===== src/rtl/vpc_params.svh =====
/*
  Offsets, field positions, reset values and masks of the video
  pre-amp control register bank.
  Assumes it is included by bare name from the control module.
*/
// Functional notes
// - Three 7-bit colour gains, reset 60h
// - 7-bit contrast scales all channels
// - Four 8-bit converter levels, reset 80h
// - 3-bit video DC offset, reset 5h
// - Overlay contrast field at bits 4-3
// - Blank video bit blanks output
// - Power save bit shuts analog circuits
// - Range bit halves converters one-three
// - Mix bit adds half brightness level
// - Increment bit zero advances write address
// - Overlay-only bit blanks video
// - Vertical blank ORed with horizontal blank
// - Contrast, brightness deferred to vertical retrace
// - Switch bit selects output or vertical input
// - Both bits select sandcastle vertical blank
// - Clamp polarity bit selects edge sense
// - Soft reset reloads all other registers
// - Soft reset spares serial transaction
// - Soft reset bit clears itself
// - Device address DCh write, DDh read
// - Read from written pointer, incrementing
`ifndef VPC_PARAMS_SVH
`define VPC_PARAMS_SVH
`define VPC_DEV_ADDR 7'h6e
`define VPC_OFS_RED 4'h0
`define VPC_OFS_BLUE 4'h1
`define VPC_OFS_GREEN 4'h2
`define VPC_OFS_CONTRAST 4'h3
`define VPC_OFS_LEVEL1 4'h4
`define VPC_OFS_LEVEL2 4'h5
`define VPC_OFS_LEVEL3 4'h6
`define VPC_OFS_BRIGHT 4'h7
`define VPC_OFS_OFFSET 4'h8
`define VPC_OFS_GLOBAL 4'h9
`define VPC_OFS_AUTO_INCREMENT_DISABLE 4'ha
`define VPC_OFS_CLAMP 4'hb
`define VPC_OFS_SOFT_RESET_BIT 4'hf
`define VPC_RST_GAIN 8'h60
`define VPC_RST_LEVEL 8'h80
`define VPC_RST_OFFSET 8'h15
`define VPC_RST_GLOBAL 8'h00
`define VPC_RST_AUTO_INCREMENT_DISABLE 8'h00
`define VPC_RST_CLAMP 8'h04
`define VPC_MASK_GAIN 8'h7f
`define VPC_MASK_LEVEL 8'hff
`define VPC_MASK_OFFSET 8'h1f
`define VPC_MASK_GLOBAL 8'h3f
`define VPC_MASK_AUTO_INCREMENT_DISABLE 8'h03
`define VPC_MASK_CLAMP 8'h0f
`define VPC_MASK_SOFT_RESET_BIT 8'h01
`define VPC_BIT_BLANK 0
`define VPC_BIT_PSAVE 1
`define VPC_BIT_HALVE 3
`define VPC_BIT_MIX 4
`define VPC_BIT_INCDIS 0
`define VPC_BIT_OVLONLY 0
`define VPC_BIT_VBLEN 1
`define VPC_BIT_SWITCH 2
`define VPC_BIT_CLAMP 3
`define VPC_BIT_SOFT_RESET_BIT 0
`endif


===== src/rtl/vpc_pkg.sv =====
/*
  Types of the video pre-amp control block.
  Assumes vpc_params.svh sits on the include path.
*/
package vpc_pkg;
  // Serial slave states
  typedef enum logic [3:0] {
    ST_IDLE, ST_DEV, ST_DACK, ST_REG, ST_RACK, ST_WR, ST_WACK, ST_RD,
    ST_MACK
  } vpc_state_t;
  // One register byte
  typedef logic [7:0] vpc_byte_t;
endpackage : vpc_pkg


===== src/rtl/vpc_ctrl.sv =====
/*
  Serial-bus slave and control register bank of a video pre-amp.
  Assumes scl/sda and video timing pins are asynchronous; sda is
  open drain, resolved outside from sda_oe_out.
*/
`timescale 1ns/1ps
`default_nettype none
`include "vpc_params.svh"
module vpc_ctrl (
  input wire logic ref_clk_in,
  input wire logic rst_in,
  input wire logic scl_in,
  input wire logic sda_in,
  output logic sda_out,
  output logic sda_oe_out,
  input wire logic hblank_in,
  input wire logic vblank_pin_in,
  input wire logic sandcastle_vblank_in,
  output logic [6:0] red_gain_out,
  output logic [6:0] blue_gain_out,
  output logic [6:0] green_gain_out,
  output logic [6:0] contrast_out,
  output logic [7:0] level_one_out,
  output logic [7:0] level_two_out,
  output logic [7:0] level_three_out,
  output logic [7:0] brightness_out,
  output logic [2:0] video_offset_out,
  output logic [1:0] overlay_contrast_out,
  output logic power_save_out,
  output logic bias_range_halve_out,
  output logic brightness_mix_enable_out,
  output logic overlay_only_out,
  output logic brightness_output_switch_out,
  output logic sandcastle_select_out,
  output logic clamp_polarity_out,
  output logic video_blank_out
);
  import vpc_pkg::*;

  // Reset value per offset
  function automatic vpc_byte_t rst_val(input logic [3:0] a);
    if (a <= `VPC_OFS_CONTRAST) rst_val = `VPC_RST_GAIN;
    else if (a <= `VPC_OFS_BRIGHT) rst_val = `VPC_RST_LEVEL;
    else if (a == `VPC_OFS_OFFSET) rst_val = `VPC_RST_OFFSET;
    else if (a == `VPC_OFS_GLOBAL) rst_val = `VPC_RST_GLOBAL;
    else if (a == `VPC_OFS_AUTO_INCREMENT_DISABLE) rst_val = `VPC_RST_AUTO_INCREMENT_DISABLE;
    else if (a == `VPC_OFS_CLAMP) rst_val = `VPC_RST_CLAMP;
    else rst_val = 8'h00;
  endfunction : rst_val

  // Implemented bits per offset
  function automatic vpc_byte_t bit_mask(input logic [3:0] a);
    if (a <= `VPC_OFS_CONTRAST) bit_mask = `VPC_MASK_GAIN;
    else if (a <= `VPC_OFS_BRIGHT) bit_mask = `VPC_MASK_LEVEL;
    else if (a == `VPC_OFS_OFFSET) bit_mask = `VPC_MASK_OFFSET;
    else if (a == `VPC_OFS_GLOBAL) bit_mask = `VPC_MASK_GLOBAL;
    else if (a == `VPC_OFS_AUTO_INCREMENT_DISABLE) bit_mask = `VPC_MASK_AUTO_INCREMENT_DISABLE;
    else if (a == `VPC_OFS_CLAMP) bit_mask = `VPC_MASK_CLAMP;
    else bit_mask = 8'h00;
  endfunction : bit_mask

  // Synchronised pins
  logic [4:0] pins_s;
  logic scl_s, sda_s, hbl_s, vpin_s, vsc_s;
  // Previous bus levels for edges
  logic scl_p_q, sda_p_q;
  logic scl_rise, scl_fall, start_det, stop_det;
  // Serial engine state
  vpc_state_t state_q;
  logic [3:0] cnt_q;
  vpc_byte_t shift_q;
  vpc_byte_t tx_q;
  logic [7:0] ptr_q;
  logic wr_stb_q;
  logic [7:0] wr_addr_q;
  vpc_byte_t wr_data_q;
  // Register bank and soft reset
  vpc_byte_t regs_q [16];
  logic soft_reset_bit_q;
  vpc_byte_t rd_q;
  // Selected vertical pulse
  logic vert_now;

  vpc_sync #(
    .W(5)
  ) u_sync (
    .ref_clk_in(ref_clk_in),
    .rst_in(rst_in),
    .async_in({scl_in, sda_in, hblank_in, vblank_pin_in,
      sandcastle_vblank_in}),
    .sync_out(pins_s)
  );
  assign {scl_s, sda_s, hbl_s, vpin_s, vsc_s} = pins_s;

  // Edge history of bus lines
  always_ff @(posedge ref_clk_in or posedge rst_in) begin
    if (rst_in) begin
      scl_p_q <= 1'b1;
      sda_p_q <= 1'b1;
    end else begin
      scl_p_q <= scl_s;
      sda_p_q <= sda_s;
    end
  end

  assign scl_rise = scl_s & ~scl_p_q;
  assign scl_fall = ~scl_s & scl_p_q;
  assign start_det = scl_s & scl_p_q & sda_p_q & ~sda_s;
  assign stop_det = scl_s & scl_p_q & ~sda_p_q & sda_s;

  // Open drain data never drives high
  always_ff @(posedge ref_clk_in or posedge rst_in) begin
    if (rst_in) sda_out <= 1'b0;
    else sda_out <= 1'b0;
  end

  // Serial slave engine; soft reset leaves it alone
  always_ff @(posedge ref_clk_in or posedge rst_in) begin
    if (rst_in) begin
      state_q <= ST_IDLE;
      cnt_q <= 4'h0;
      shift_q <= 8'h00;
      tx_q <= 8'h00;
      ptr_q <= 8'h00;
      sda_oe_out <= 1'b0;
      wr_stb_q <= 1'b0;
      wr_addr_q <= 8'h00;
      wr_data_q <= 8'h00;
    end else begin
      wr_stb_q <= 1'b0;
      if (start_det) begin
        // Start or repeated start
        state_q <= ST_DEV;
        cnt_q <= 4'h0;
        sda_oe_out <= 1'b0;
      end else if (stop_det) begin
        state_q <= ST_IDLE;
        sda_oe_out <= 1'b0;
      end else if (scl_rise) begin
        case (state_q)
          // Sample a bit on rising clock
          ST_DEV, ST_REG, ST_WR: begin
            shift_q <= {shift_q[6:0], sda_s};
            cnt_q <= cnt_q + 4'h1;
          end
          ST_RD: begin
            cnt_q <= cnt_q + 4'h1;
          end
          // Master not acknowledging ends read
          ST_MACK: begin
            if (sda_s) state_q <= ST_IDLE;
          end
          default: begin
          end
        endcase
      end else if (scl_fall) begin
        case (state_q)
          ST_DEV: begin
            if (cnt_q == 4'h8) begin
              if (shift_q[7:1] == `VPC_DEV_ADDR) begin
                sda_oe_out <= 1'b1;
                state_q <= ST_DACK;
              end else begin
                state_q <= ST_IDLE;
              end
            end
          end
          ST_DACK: begin
            cnt_q <= 4'h0;
            if (shift_q[0]) begin
              tx_q <= rd_q;
              sda_oe_out <= ~rd_q[7];
              state_q <= ST_RD;
            end else begin
              sda_oe_out <= 1'b0;
              state_q <= ST_REG;
            end
          end
          ST_REG: begin
            if (cnt_q == 4'h8) begin
              ptr_q <= shift_q;
              sda_oe_out <= 1'b1;
              state_q <= ST_RACK;
            end
          end
          ST_RACK, ST_WACK: begin
            sda_oe_out <= 1'b0;
            cnt_q <= 4'h0;
            state_q <= ST_WR;
          end
          ST_WR: begin
            if (cnt_q == 4'h8) begin
              wr_stb_q <= 1'b1;
              wr_addr_q <= ptr_q;
              wr_data_q <= shift_q;
              sda_oe_out <= 1'b1;
              state_q <= ST_WACK;
              if (!regs_q[`VPC_OFS_AUTO_INCREMENT_DISABLE][`VPC_BIT_INCDIS]) begin
                ptr_q <= ptr_q + 8'h01;
              end
            end
          end
          ST_RD: begin
            if (cnt_q == 4'h8) begin
              sda_oe_out <= 1'b0;
              ptr_q <= ptr_q + 8'h01;
              state_q <= ST_MACK;
            end else begin
              tx_q <= {tx_q[6:0], 1'b0};
              sda_oe_out <= ~tx_q[6];
            end
          end
          ST_MACK: begin
            tx_q <= rd_q;
            sda_oe_out <= ~rd_q[7];
            cnt_q <= 4'h0;
            state_q <= ST_RD;
          end
          default: begin
          end
        endcase
      end
    end
  end

  always_ff @(posedge ref_clk_in or posedge rst_in) begin
    if (rst_in) rd_q <= 8'h00;
    else if (ptr_q[7:4] != 4'h0) rd_q <= 8'h00;
    else rd_q <= regs_q[ptr_q[3:0]] & bit_mask(ptr_q[3:0]);
  end

  // Soft reset request, self clearing
  always_ff @(posedge ref_clk_in or posedge rst_in) begin
    if (rst_in) begin
      soft_reset_bit_q <= 1'b0;
    end else if (soft_reset_bit_q) begin
      soft_reset_bit_q <= 1'b0;
    end else if (wr_stb_q && wr_addr_q == {4'h0, `VPC_OFS_SOFT_RESET_BIT}) begin
      soft_reset_bit_q <= wr_data_q[`VPC_BIT_SOFT_RESET_BIT];
    end
  end

  // Register bank, one entry per offset
  for (genvar i = 0; i < 16; i++) begin : g_reg
    always_ff @(posedge ref_clk_in or posedge rst_in) begin
      if (rst_in) begin
        regs_q[i] <= rst_val(4'(i));
      end else if (soft_reset_bit_q) begin
        regs_q[i] <= rst_val(4'(i));
      end else if (wr_stb_q && wr_addr_q == 8'(i)) begin
        regs_q[i] <= wr_data_q & bit_mask(4'(i));
      end
    end
  end

  assign vert_now = regs_q[`VPC_OFS_CLAMP][`VPC_BIT_SWITCH] ? vsc_s
    : vpin_s;

  // Static control outputs
  always_ff @(posedge ref_clk_in or posedge rst_in) begin
    if (rst_in) begin
      red_gain_out <= 7'h60;
      blue_gain_out <= 7'h60;
      green_gain_out <= 7'h60;
      level_one_out <= `VPC_RST_LEVEL;
      level_two_out <= `VPC_RST_LEVEL;
      level_three_out <= `VPC_RST_LEVEL;
      video_offset_out <= 3'h5;
      overlay_contrast_out <= 2'h2;
      power_save_out <= 1'b0;
      bias_range_halve_out <= 1'b0;
      brightness_mix_enable_out <= 1'b0;
      overlay_only_out <= 1'b0;
      brightness_output_switch_out <= 1'b1;
      sandcastle_select_out <= 1'b0;
      clamp_polarity_out <= 1'b0;
    end else begin
      red_gain_out <= regs_q[`VPC_OFS_RED][6:0];
      blue_gain_out <= regs_q[`VPC_OFS_BLUE][6:0];
      green_gain_out <= regs_q[`VPC_OFS_GREEN][6:0];
      level_one_out <= regs_q[`VPC_OFS_LEVEL1];
      level_two_out <= regs_q[`VPC_OFS_LEVEL2];
      level_three_out <= regs_q[`VPC_OFS_LEVEL3];
      video_offset_out <= regs_q[`VPC_OFS_OFFSET][2:0];
      overlay_contrast_out <= regs_q[`VPC_OFS_OFFSET][4:3];
      power_save_out <= regs_q[`VPC_OFS_GLOBAL][`VPC_BIT_PSAVE];
      bias_range_halve_out <= regs_q[`VPC_OFS_GLOBAL][`VPC_BIT_HALVE];
      brightness_mix_enable_out <= regs_q[`VPC_OFS_GLOBAL][`VPC_BIT_MIX];
      overlay_only_out <= regs_q[`VPC_OFS_CLAMP][`VPC_BIT_OVLONLY];
      brightness_output_switch_out <=
        regs_q[`VPC_OFS_CLAMP][`VPC_BIT_SWITCH];
      sandcastle_select_out <= regs_q[`VPC_OFS_CLAMP][`VPC_BIT_SWITCH]
        & regs_q[`VPC_OFS_CLAMP][`VPC_BIT_VBLEN];
      clamp_polarity_out <= regs_q[`VPC_OFS_CLAMP][`VPC_BIT_CLAMP];
    end
  end

  // Deferred contrast and brightness
  always_ff @(posedge ref_clk_in or posedge rst_in) begin
    if (rst_in) begin
      contrast_out <= 7'h60;
      brightness_out <= `VPC_RST_LEVEL;
    end else if (!regs_q[`VPC_OFS_CLAMP][`VPC_BIT_VBLEN] || vert_now) begin
      contrast_out <= regs_q[`VPC_OFS_CONTRAST][6:0];
      brightness_out <= regs_q[`VPC_OFS_BRIGHT];
    end
  end

  // Output blanking
  always_ff @(posedge ref_clk_in or posedge rst_in) begin
    if (rst_in) begin
      video_blank_out <= 1'b0;
    end else begin
      video_blank_out <= regs_q[`VPC_OFS_GLOBAL][`VPC_BIT_BLANK]
        | regs_q[`VPC_OFS_CLAMP][`VPC_BIT_OVLONLY] | hbl_s
        | (regs_q[`VPC_OFS_CLAMP][`VPC_BIT_VBLEN] & vert_now);
    end
  end
endmodule : vpc_ctrl
`default_nettype wire


===== src/rtl/vpc_sync.sv =====
/*
  Two-flop synchroniser for a bundle of asynchronous pins.
  Assumes each bit is an independent level from outside the domain.
*/
`timescale 1ns/1ps
`default_nettype none
module vpc_sync #(
  parameter int W = 1
) (
  input wire logic ref_clk_in,
  input wire logic rst_in,
  input wire logic [W-1:0] async_in,
  output logic [W-1:0] sync_out
);
  // First stage, read only by the second
  logic [W-1:0] meta_q;

  // One pair of flops per bit
  for (genvar i = 0; i < W; i++) begin : g_bit
    always_ff @(posedge ref_clk_in or posedge rst_in) begin
      if (rst_in) begin
        meta_q[i] <= 1'b1;
        sync_out[i] <= 1'b1;
      end else begin
        meta_q[i] <= async_in[i];
        sync_out[i] <= meta_q[i];
      end
    end
  end
endmodule : vpc_sync
`default_nettype wire


===== config.mk =====
export PLATFORM = sky130hd
export DESIGN_NAME = vpc_ctrl
export DESIGN_NICKNAME = d
export VERILOG_FILES = /design/src/rtl/vpc_pkg.sv /design/src/rtl/vpc_ctrl.sv /design/src/rtl/vpc_sync.sv
export VERILOG_INCLUDE_DIRS = /design/src /design/src/rtl
export SDC_FILE = /design/constraint.sdc
export NUM_CORES = 1
export LEC_CHECK = 0
export BUFFER_PORTS_ARGS = -buffer_cell sky130_fd_sc_hd__clkbuf_2
export CORE_UTILIZATION = 59
export CTS_CLUSTER_SIZE = 10
export DETAILED_ROUTE_END_ITERATION = 10
export PLACE_DENSITY = 0.85
export SYNTH_ARGS = -nofsm -noshare
export SYNTH_HDL_FRONTEND = slang
export SYNTH_SLANG_ARGS = --single-unit

===== constraint.sdc =====
create_clock -name ref_clk_in -period 8.53 [get_ports ref_clk_in]
set_input_delay 0.853 -clock ref_clk_in [delete_from_list [all_inputs] [get_ports ref_clk_in]]
set_output_delay 0.853 -clock ref_clk_in [all_outputs]
set_load 0.05 [all_outputs]

# After elaboration in Yosys (flattened, before gate mapping)
# Cells that the tools add are included.
[classes]
n_lt_le_gt_ge = 3
reduce_logical = 56
eq_ne = 47
bitwise = 23
n_addsub = 2
n_mux = 89
[op_table]
columns = ["cell", "n"]
rows = [
  ["2-to-1 mux 8 bit", 42],
  ["2-to-1 mux 4 bit", 18],
  ["equality test 8 x 4 -> 1 bit, second input constant", 8],
  ["binary-select mux 8 bit (select 4 bit)", 1],
  ["equality test 8 x 3 -> 1 bit, second input constant", 4],
  ["nonzero test 2 bit", 16],
  ["case mux 4 bit (7 select lines)", 1],
  ["equality test 4 bit, second input constant", 6],
  ["case mux 8 bit (3 select lines)", 1],
  ["case mux 7 bit (3 select lines)", 1],
  ["inequality test 5 bit, second input constant", 4],
  ["2-to-1 mux 1 bit", 18],
  ["equality test 4 x 3 -> 1 bit, second input constant", 4],
  ["equality test 8 x 2 -> 1 bit, second input constant", 2],
  ["logical AND 1 bit", 16],
  ["nonzero test 3 bit", 5],
  ["2-to-1 mux 7 bit", 2],
  ["inequality test 2 bit, second input constant", 7],
  ["2-to-1 mux 6 bit", 2],
  ["inequality test 4 x 1 -> 1 bit, second input constant", 3],
  ["AND reduction 6 bit", 2],
  ["AND 1 bit", 9],
  ["inverter 1 bit", 9],
  ["AND reduction 9 bit", 1],
  ["other kinds (30)", 38],
]
[word_totals]
reg_bits = 271
out_inout_bits = 75
in_bits = 7

# Longest topological paths before layout
[depth]
ltp_word = 10
ltp_mapped = 10

# Cells and area by module
# From an unflattened synthesis, not the netlist that was laid out.
[unflattened]
hier_cells = 745
area_unflattened_um2 = 9421.5
[by_module_without_submodules]
columns = ["mod", "instances", "cells_each", "area_per_inst_um2"]
rows = [
  ["vpc_ctrl", 1, 734, 9155.0],
  ["vpc_sync", 1, 11, 266.5],
]

# Worst setup path before layout
# OpenSTA, ideal clock, no wires.
[synth_path]
kind = "reg2reg"
from = "register u_sync.sync_out[3]"
to = "register wr_addr_q[0]"
period_less_slack_ns = 2.365
setup_slack_ns = 6.165
arrival_time_ns = 2.239
setup_ns = 0.125
stages_incl_launch_ff = 8
path_cell_list = "dfstp_2 > and2b_1 > o21a_1 > buf_6 > or3_4 > nor3_4 > buf_12 > mux2_4"
[synth_via]
elab_chain_len = 4
[synth_rtl]
columns = ["element", "line_no", "source"]
rows = [
  ["from (decl)", "vpc_sync.sv:13", "output logic [W-1:0] sync_out"],
  ["from (signal, indexed assignment)", "vpc_sync.sv:26", "sync_out[i] <= meta_q[i];"],
  ["inverter 1 bit", "vpc_ctrl.sv:108", "assign start_det = scl_s & scl_p_q & sda_p_q & ~sda_s;"],
  ["AND 1 bit", "vpc_ctrl.sv:108", ""],
  ["inverter 1 bit (no line)", "-", ""],
  ["AND reduction 6 bit (no line) (*)", "-", ""],
  ["to (signal assigned)", "vpc_ctrl.sv:194", "wr_addr_q <= ptr_q;"],
  ["to (decl)", "vpc_ctrl.sv:75", "logic [7:0] wr_addr_q;"],
]
# Every way passes the cells marked *; elsewhere a longest branch is shown, timed or not.
# A chain may end at the register's enable or synchronous reset.

# Worst setup path after layout
[layout_path]
from = "register u_sync.sync_out[3]"
to = "register wr_data_q[7]"
[layout_via]
elab_chain_len = 4
[layout_rtl]
columns = ["element", "line_no", "source"]
rows = [
  ["inverter 1 bit", "vpc_ctrl.sv:108", ""],
  ["AND 1 bit", "vpc_ctrl.sv:108", ""],
  ["inverter 1 bit (no line)", "-", ""],
  ["AND reduction 6 bit (no line) (*)", "-", ""],
  ["to (signal assigned)", "vpc_ctrl.sv:195", "wr_data_q <= shift_q;"],
  ["to (decl)", "vpc_ctrl.sv:76", "vpc_byte_t wr_data_q;"],
]
# Marks and branches as above.

==> results.md <==
- Most used flip-flop cell after synthesis: dfrtp_1
- Final global-route overflow total: 0
- Placed standard-cell area: just under 0.01 mm²
- Placed cells: 979
- Total Negative Setup Slacks: 0 ns
- Synth Area in XOR/XNOR: less than 1%
- Mean instance size in the synthesized netlist: 12.8 µm²
- Maximum number of pins on one net before global-route repair: 138
- Top area cells in the synthesized netlist: dfrtp_1, dfstp_2, mux2i_1
- Vias after detailed routing: slightly above 6k
- Minimum period implied by the final worst setup slack: 2.82 ns
- Maximum fanout encountered on the critical timing path: 17
- Share of the clock period used by the worst path after layout: 33.0%
- Per-cell routed wire length: 20.1 µm
- Area fraction of the dominant cell type after synthesis: between 40% and 50%
- Sort of element at the end of the critical path: register
- Worst Setup Path Type: reg -> reg
- Residual antenna-violating net count after detailed routing: 0
- Last weighted congestion value of the routability-driven placer: 0.839
- Power density of the placed cells: 196 mW/mm²
- Number of standard cells after synthesis: about 730
- Area occupied by registers: between 0.005 and 0.006 mm²
- Die H: about 130 µm
- Sequential share of power: around 51%
- Initial Utilization: ~60%
- Site row count: 45
- Share of synthesized cell area in and, or, nand and nor gates: 11.2%
- Multi-input logic area: 0.00352 mm²
- Final max-slew violation count: 0
- Final net count: 812
- Clock latency at the later pin of the worst-skew pair: 0.52 ns
- Async S/R FF share, synth: 100%
- Final hold vios: 0
- Area growth from synthesis to final layout: 13.2%
- Net switching power figure: between 400 and 500 µW
- Std-Cell Core Area: ~0.015 mm²
- Number of sinks driven by the clock tree: between 200 and 250
- Post-CTS Repair Setup Buffers: 0
- Global-route wire length before repair: roughly 34000 µm
- Vias in the first global route: around 6.4k
- Part of the total power dissipated in combinational logic: around 2.2%
- Leakage Power: around 5.3 nW
- Worst slew pin tran: ~1.0 ns
- Initial detailed-routing violation count: roughly 530
- Total global routing track utilization: 26.7%
- Total power: around 2.1 mW
- Yosys Warn Count: 0
- Detail-routed via count per cell: 5.93
- Arithmetic-cell share of the synthesized area counting full adders, half adders and majority gates: ~1.2%
- Power share of the clock group: between 40% and 50%
- Compound-gate portion of the synthesized area: 6.24%
- Flip-flop and latch count after synthesis: 220
- Final HPWL DP: between 10000 and 15000 µm
- Hold WC Path Type: reg -> reg
- Arrival time of the worst setup path: 3.21 ns
- Post-synthesis net count: around 750
- Switching share of total power: about a fifth
- Final setup violating endpoints: 0
- Horiz. Die Dim: about 130 µm
- Hold buffer count at CTS: 0
- Portion of the post-synthesis area used by sequential elements: 59.5%
- Post-Synthesis Cell Area: ~0.0094 mm²
- Combinational family with the most area after synthesis: multiplexers
- Count of unresolved DRC violations after routing: 0
- Clock tree from TritonCTS: yes
- Boundary pin count: 82
- F_max: between 300 and 400 MHz
- Cell variety after synth: 63
- Root buffer cell: clkbuf_16
- VDD IR-drop max: between 150 and 200 µV
- Fill cell count: between 1k and 1.5k
- Reg clk slew, reported paths: about 0.050 ns
- Run status: completed
- Worst Hold Depth: 0
- Max-cap violations: 0
- Critical path launch point type: register
- Ant. Diodes: 0
- Unrepaired setup endpoints after global routing: false
- Total routed wirelength: 20600 µm
- Library cell occupying the most area in the post-synthesis netlist: dfrtp_1
- Layout Cells excl Fill: around 1.0k
- Quantity of I/O buffers inserted on ports: 80
- Internal power component: around 1.6 mW
- Antenna violations before repair: 0
- Worst clock skew on the final layout: 0.0185 ns
- CTS HTree Levels: 1
- Worst slew margin relative to its limit: about 33%
- Data required, critical path: approximately 8.9 ns
- Fraction of layout cells with a size suffix above 1: about 30%
- Number of search-and-repair iterations in the first detailed-routing pass: 5
- Number of synthesized flops with an enable pin: 0
- Maximum buffer depth of the clock tree: 3
- Die ar.: ~0.016 mm²
- Cell count of the worst reg-to-reg path: 5
- Portion of netlist area occupied by mux cells: a little under a fifth
- TritonCTS buffer count: 26
- Layout Cell Area excl Fill: between 0.01 and 0.015 mm²
- Post_cts resized: 0
path summary, 6_finish.rpt:
path / from / end / slack (ns)
max: u_sync.sync_out[3] / wr_data_q[7] / 5.71
min: u_sync.meta_q[1] / u_sync.sync_out[1] / 0.35
min in group asynchronous: rst_in / overlay_contrast_out[0] / 0.53
min reg2reg: u_sync.meta_q[1] / u_sync.sync_out[1] / 0.35
max in group asynchronous: rst_in / soft_reset_bit_q / 6.34
max reg2reg: u_sync.sync_out[3] / wr_data_q[7] / 5.71
cell families after synthesis:
logic type	Yosys count
compound gates	84
xor+xnor	3
fa+ha+maj	9
buf+inv	62
flops	220
mux	143
other cells	1
simple gates	209
stage by stage:
stage          util [%]  setup WS, ns  hold slack, ns
3_5_place_dp       64.3          5.70           0.347
4_1_cts            69.1          5.71           0.354
6_report           69.1          5.71           0.353
3_3_place_gp       64.3          5.77           0.346
2_1_floorplan         -          1.73           0.345
5_1_grt            69.1          5.61           0.352
critical path, cell delays in order (launching register included):
cell and delay (ns):
dfstp_2 0.58, and2b_1 0.20, o21a_1 0.31, or3_4 0.42
nor3_4 0.77, mux2_2 0.42
power by group through the flow:
stage | sequential, mW | combinational (mW) | clock [mW]
final | 1.06 | 0.0465 | 0.968
after floorplan | 1.08 | 0.0364 | 0
after CTS | 1.06 | 0.0480 | 0.980
after global placement | 1.08 | 0.0451 | 0
after global routing | 1.06 | 0.0538 | 1.02
after detailed placement | 1.08 | 0.0478 | 0
Yosys cell counts, drive strengths merged (9+ instances only):
cell type and instances:
dfstp 44, nor2b 16, nor2 96, nand2 27, buf 9, mux4 17
inv 15, nand3 9, mux2 57, nor3 13, ha 9, dfrtp 176
mux2i 69, o21ai 21, clkbuf 38, a21oi 14, a211o 17
layout make-up:
type / instances / share of cell area [%]
flip-flops and latches: 220 / 52.5
multi-input cells: 449 / 33.3
clock buffers: 44 / 6.78
repair buffers: 84 / 4.07
well taps: 211 / 2.49
inverters: 15 / 0.603
clock inverters: 2 / 0.236
layout by cell type (no fill, tap or decap), types with 18 or more instances in the layout:
master,synthesis,final
dfrtp_1,176,175
nor2_1,96,96
clkbuf_2,0,80
mux2i_1,69,69
mux2_2,48,48
dfstp_2,44,44
nand2_1,27,27
clkbuf_16,0,26
o21ai_0,21,21
clkbuf_1,38,18
metal layers:
layer / GRT usage (%) / share of wire, % / up-vias
met5: 0 / 0 / -
met4: 9.55 / 3.1 / 0
met3: 5.55 / 7.3 / 56
met2: 42.9 / 49 / 259
met1: 36.5 / 41 / 3073
li1: - / - / 2694
sequential cells by signal, indices dropped and copies added (netlist names), 8 cells and up:
| register | flops |
|---|---|
| brightness_out | 8 |
| shift_q | 8 |
| regs_q | 77 |
| level_one_out | 8 |
| ptr_q | 8 |
| level_two_out | 8 |
| wr_data_q | 8 |
| rd_q | 8 |
| level_three_out | 8 |
| wr_addr_q | 8 |
Note: power is estimated with default switching activity, not from simulation.
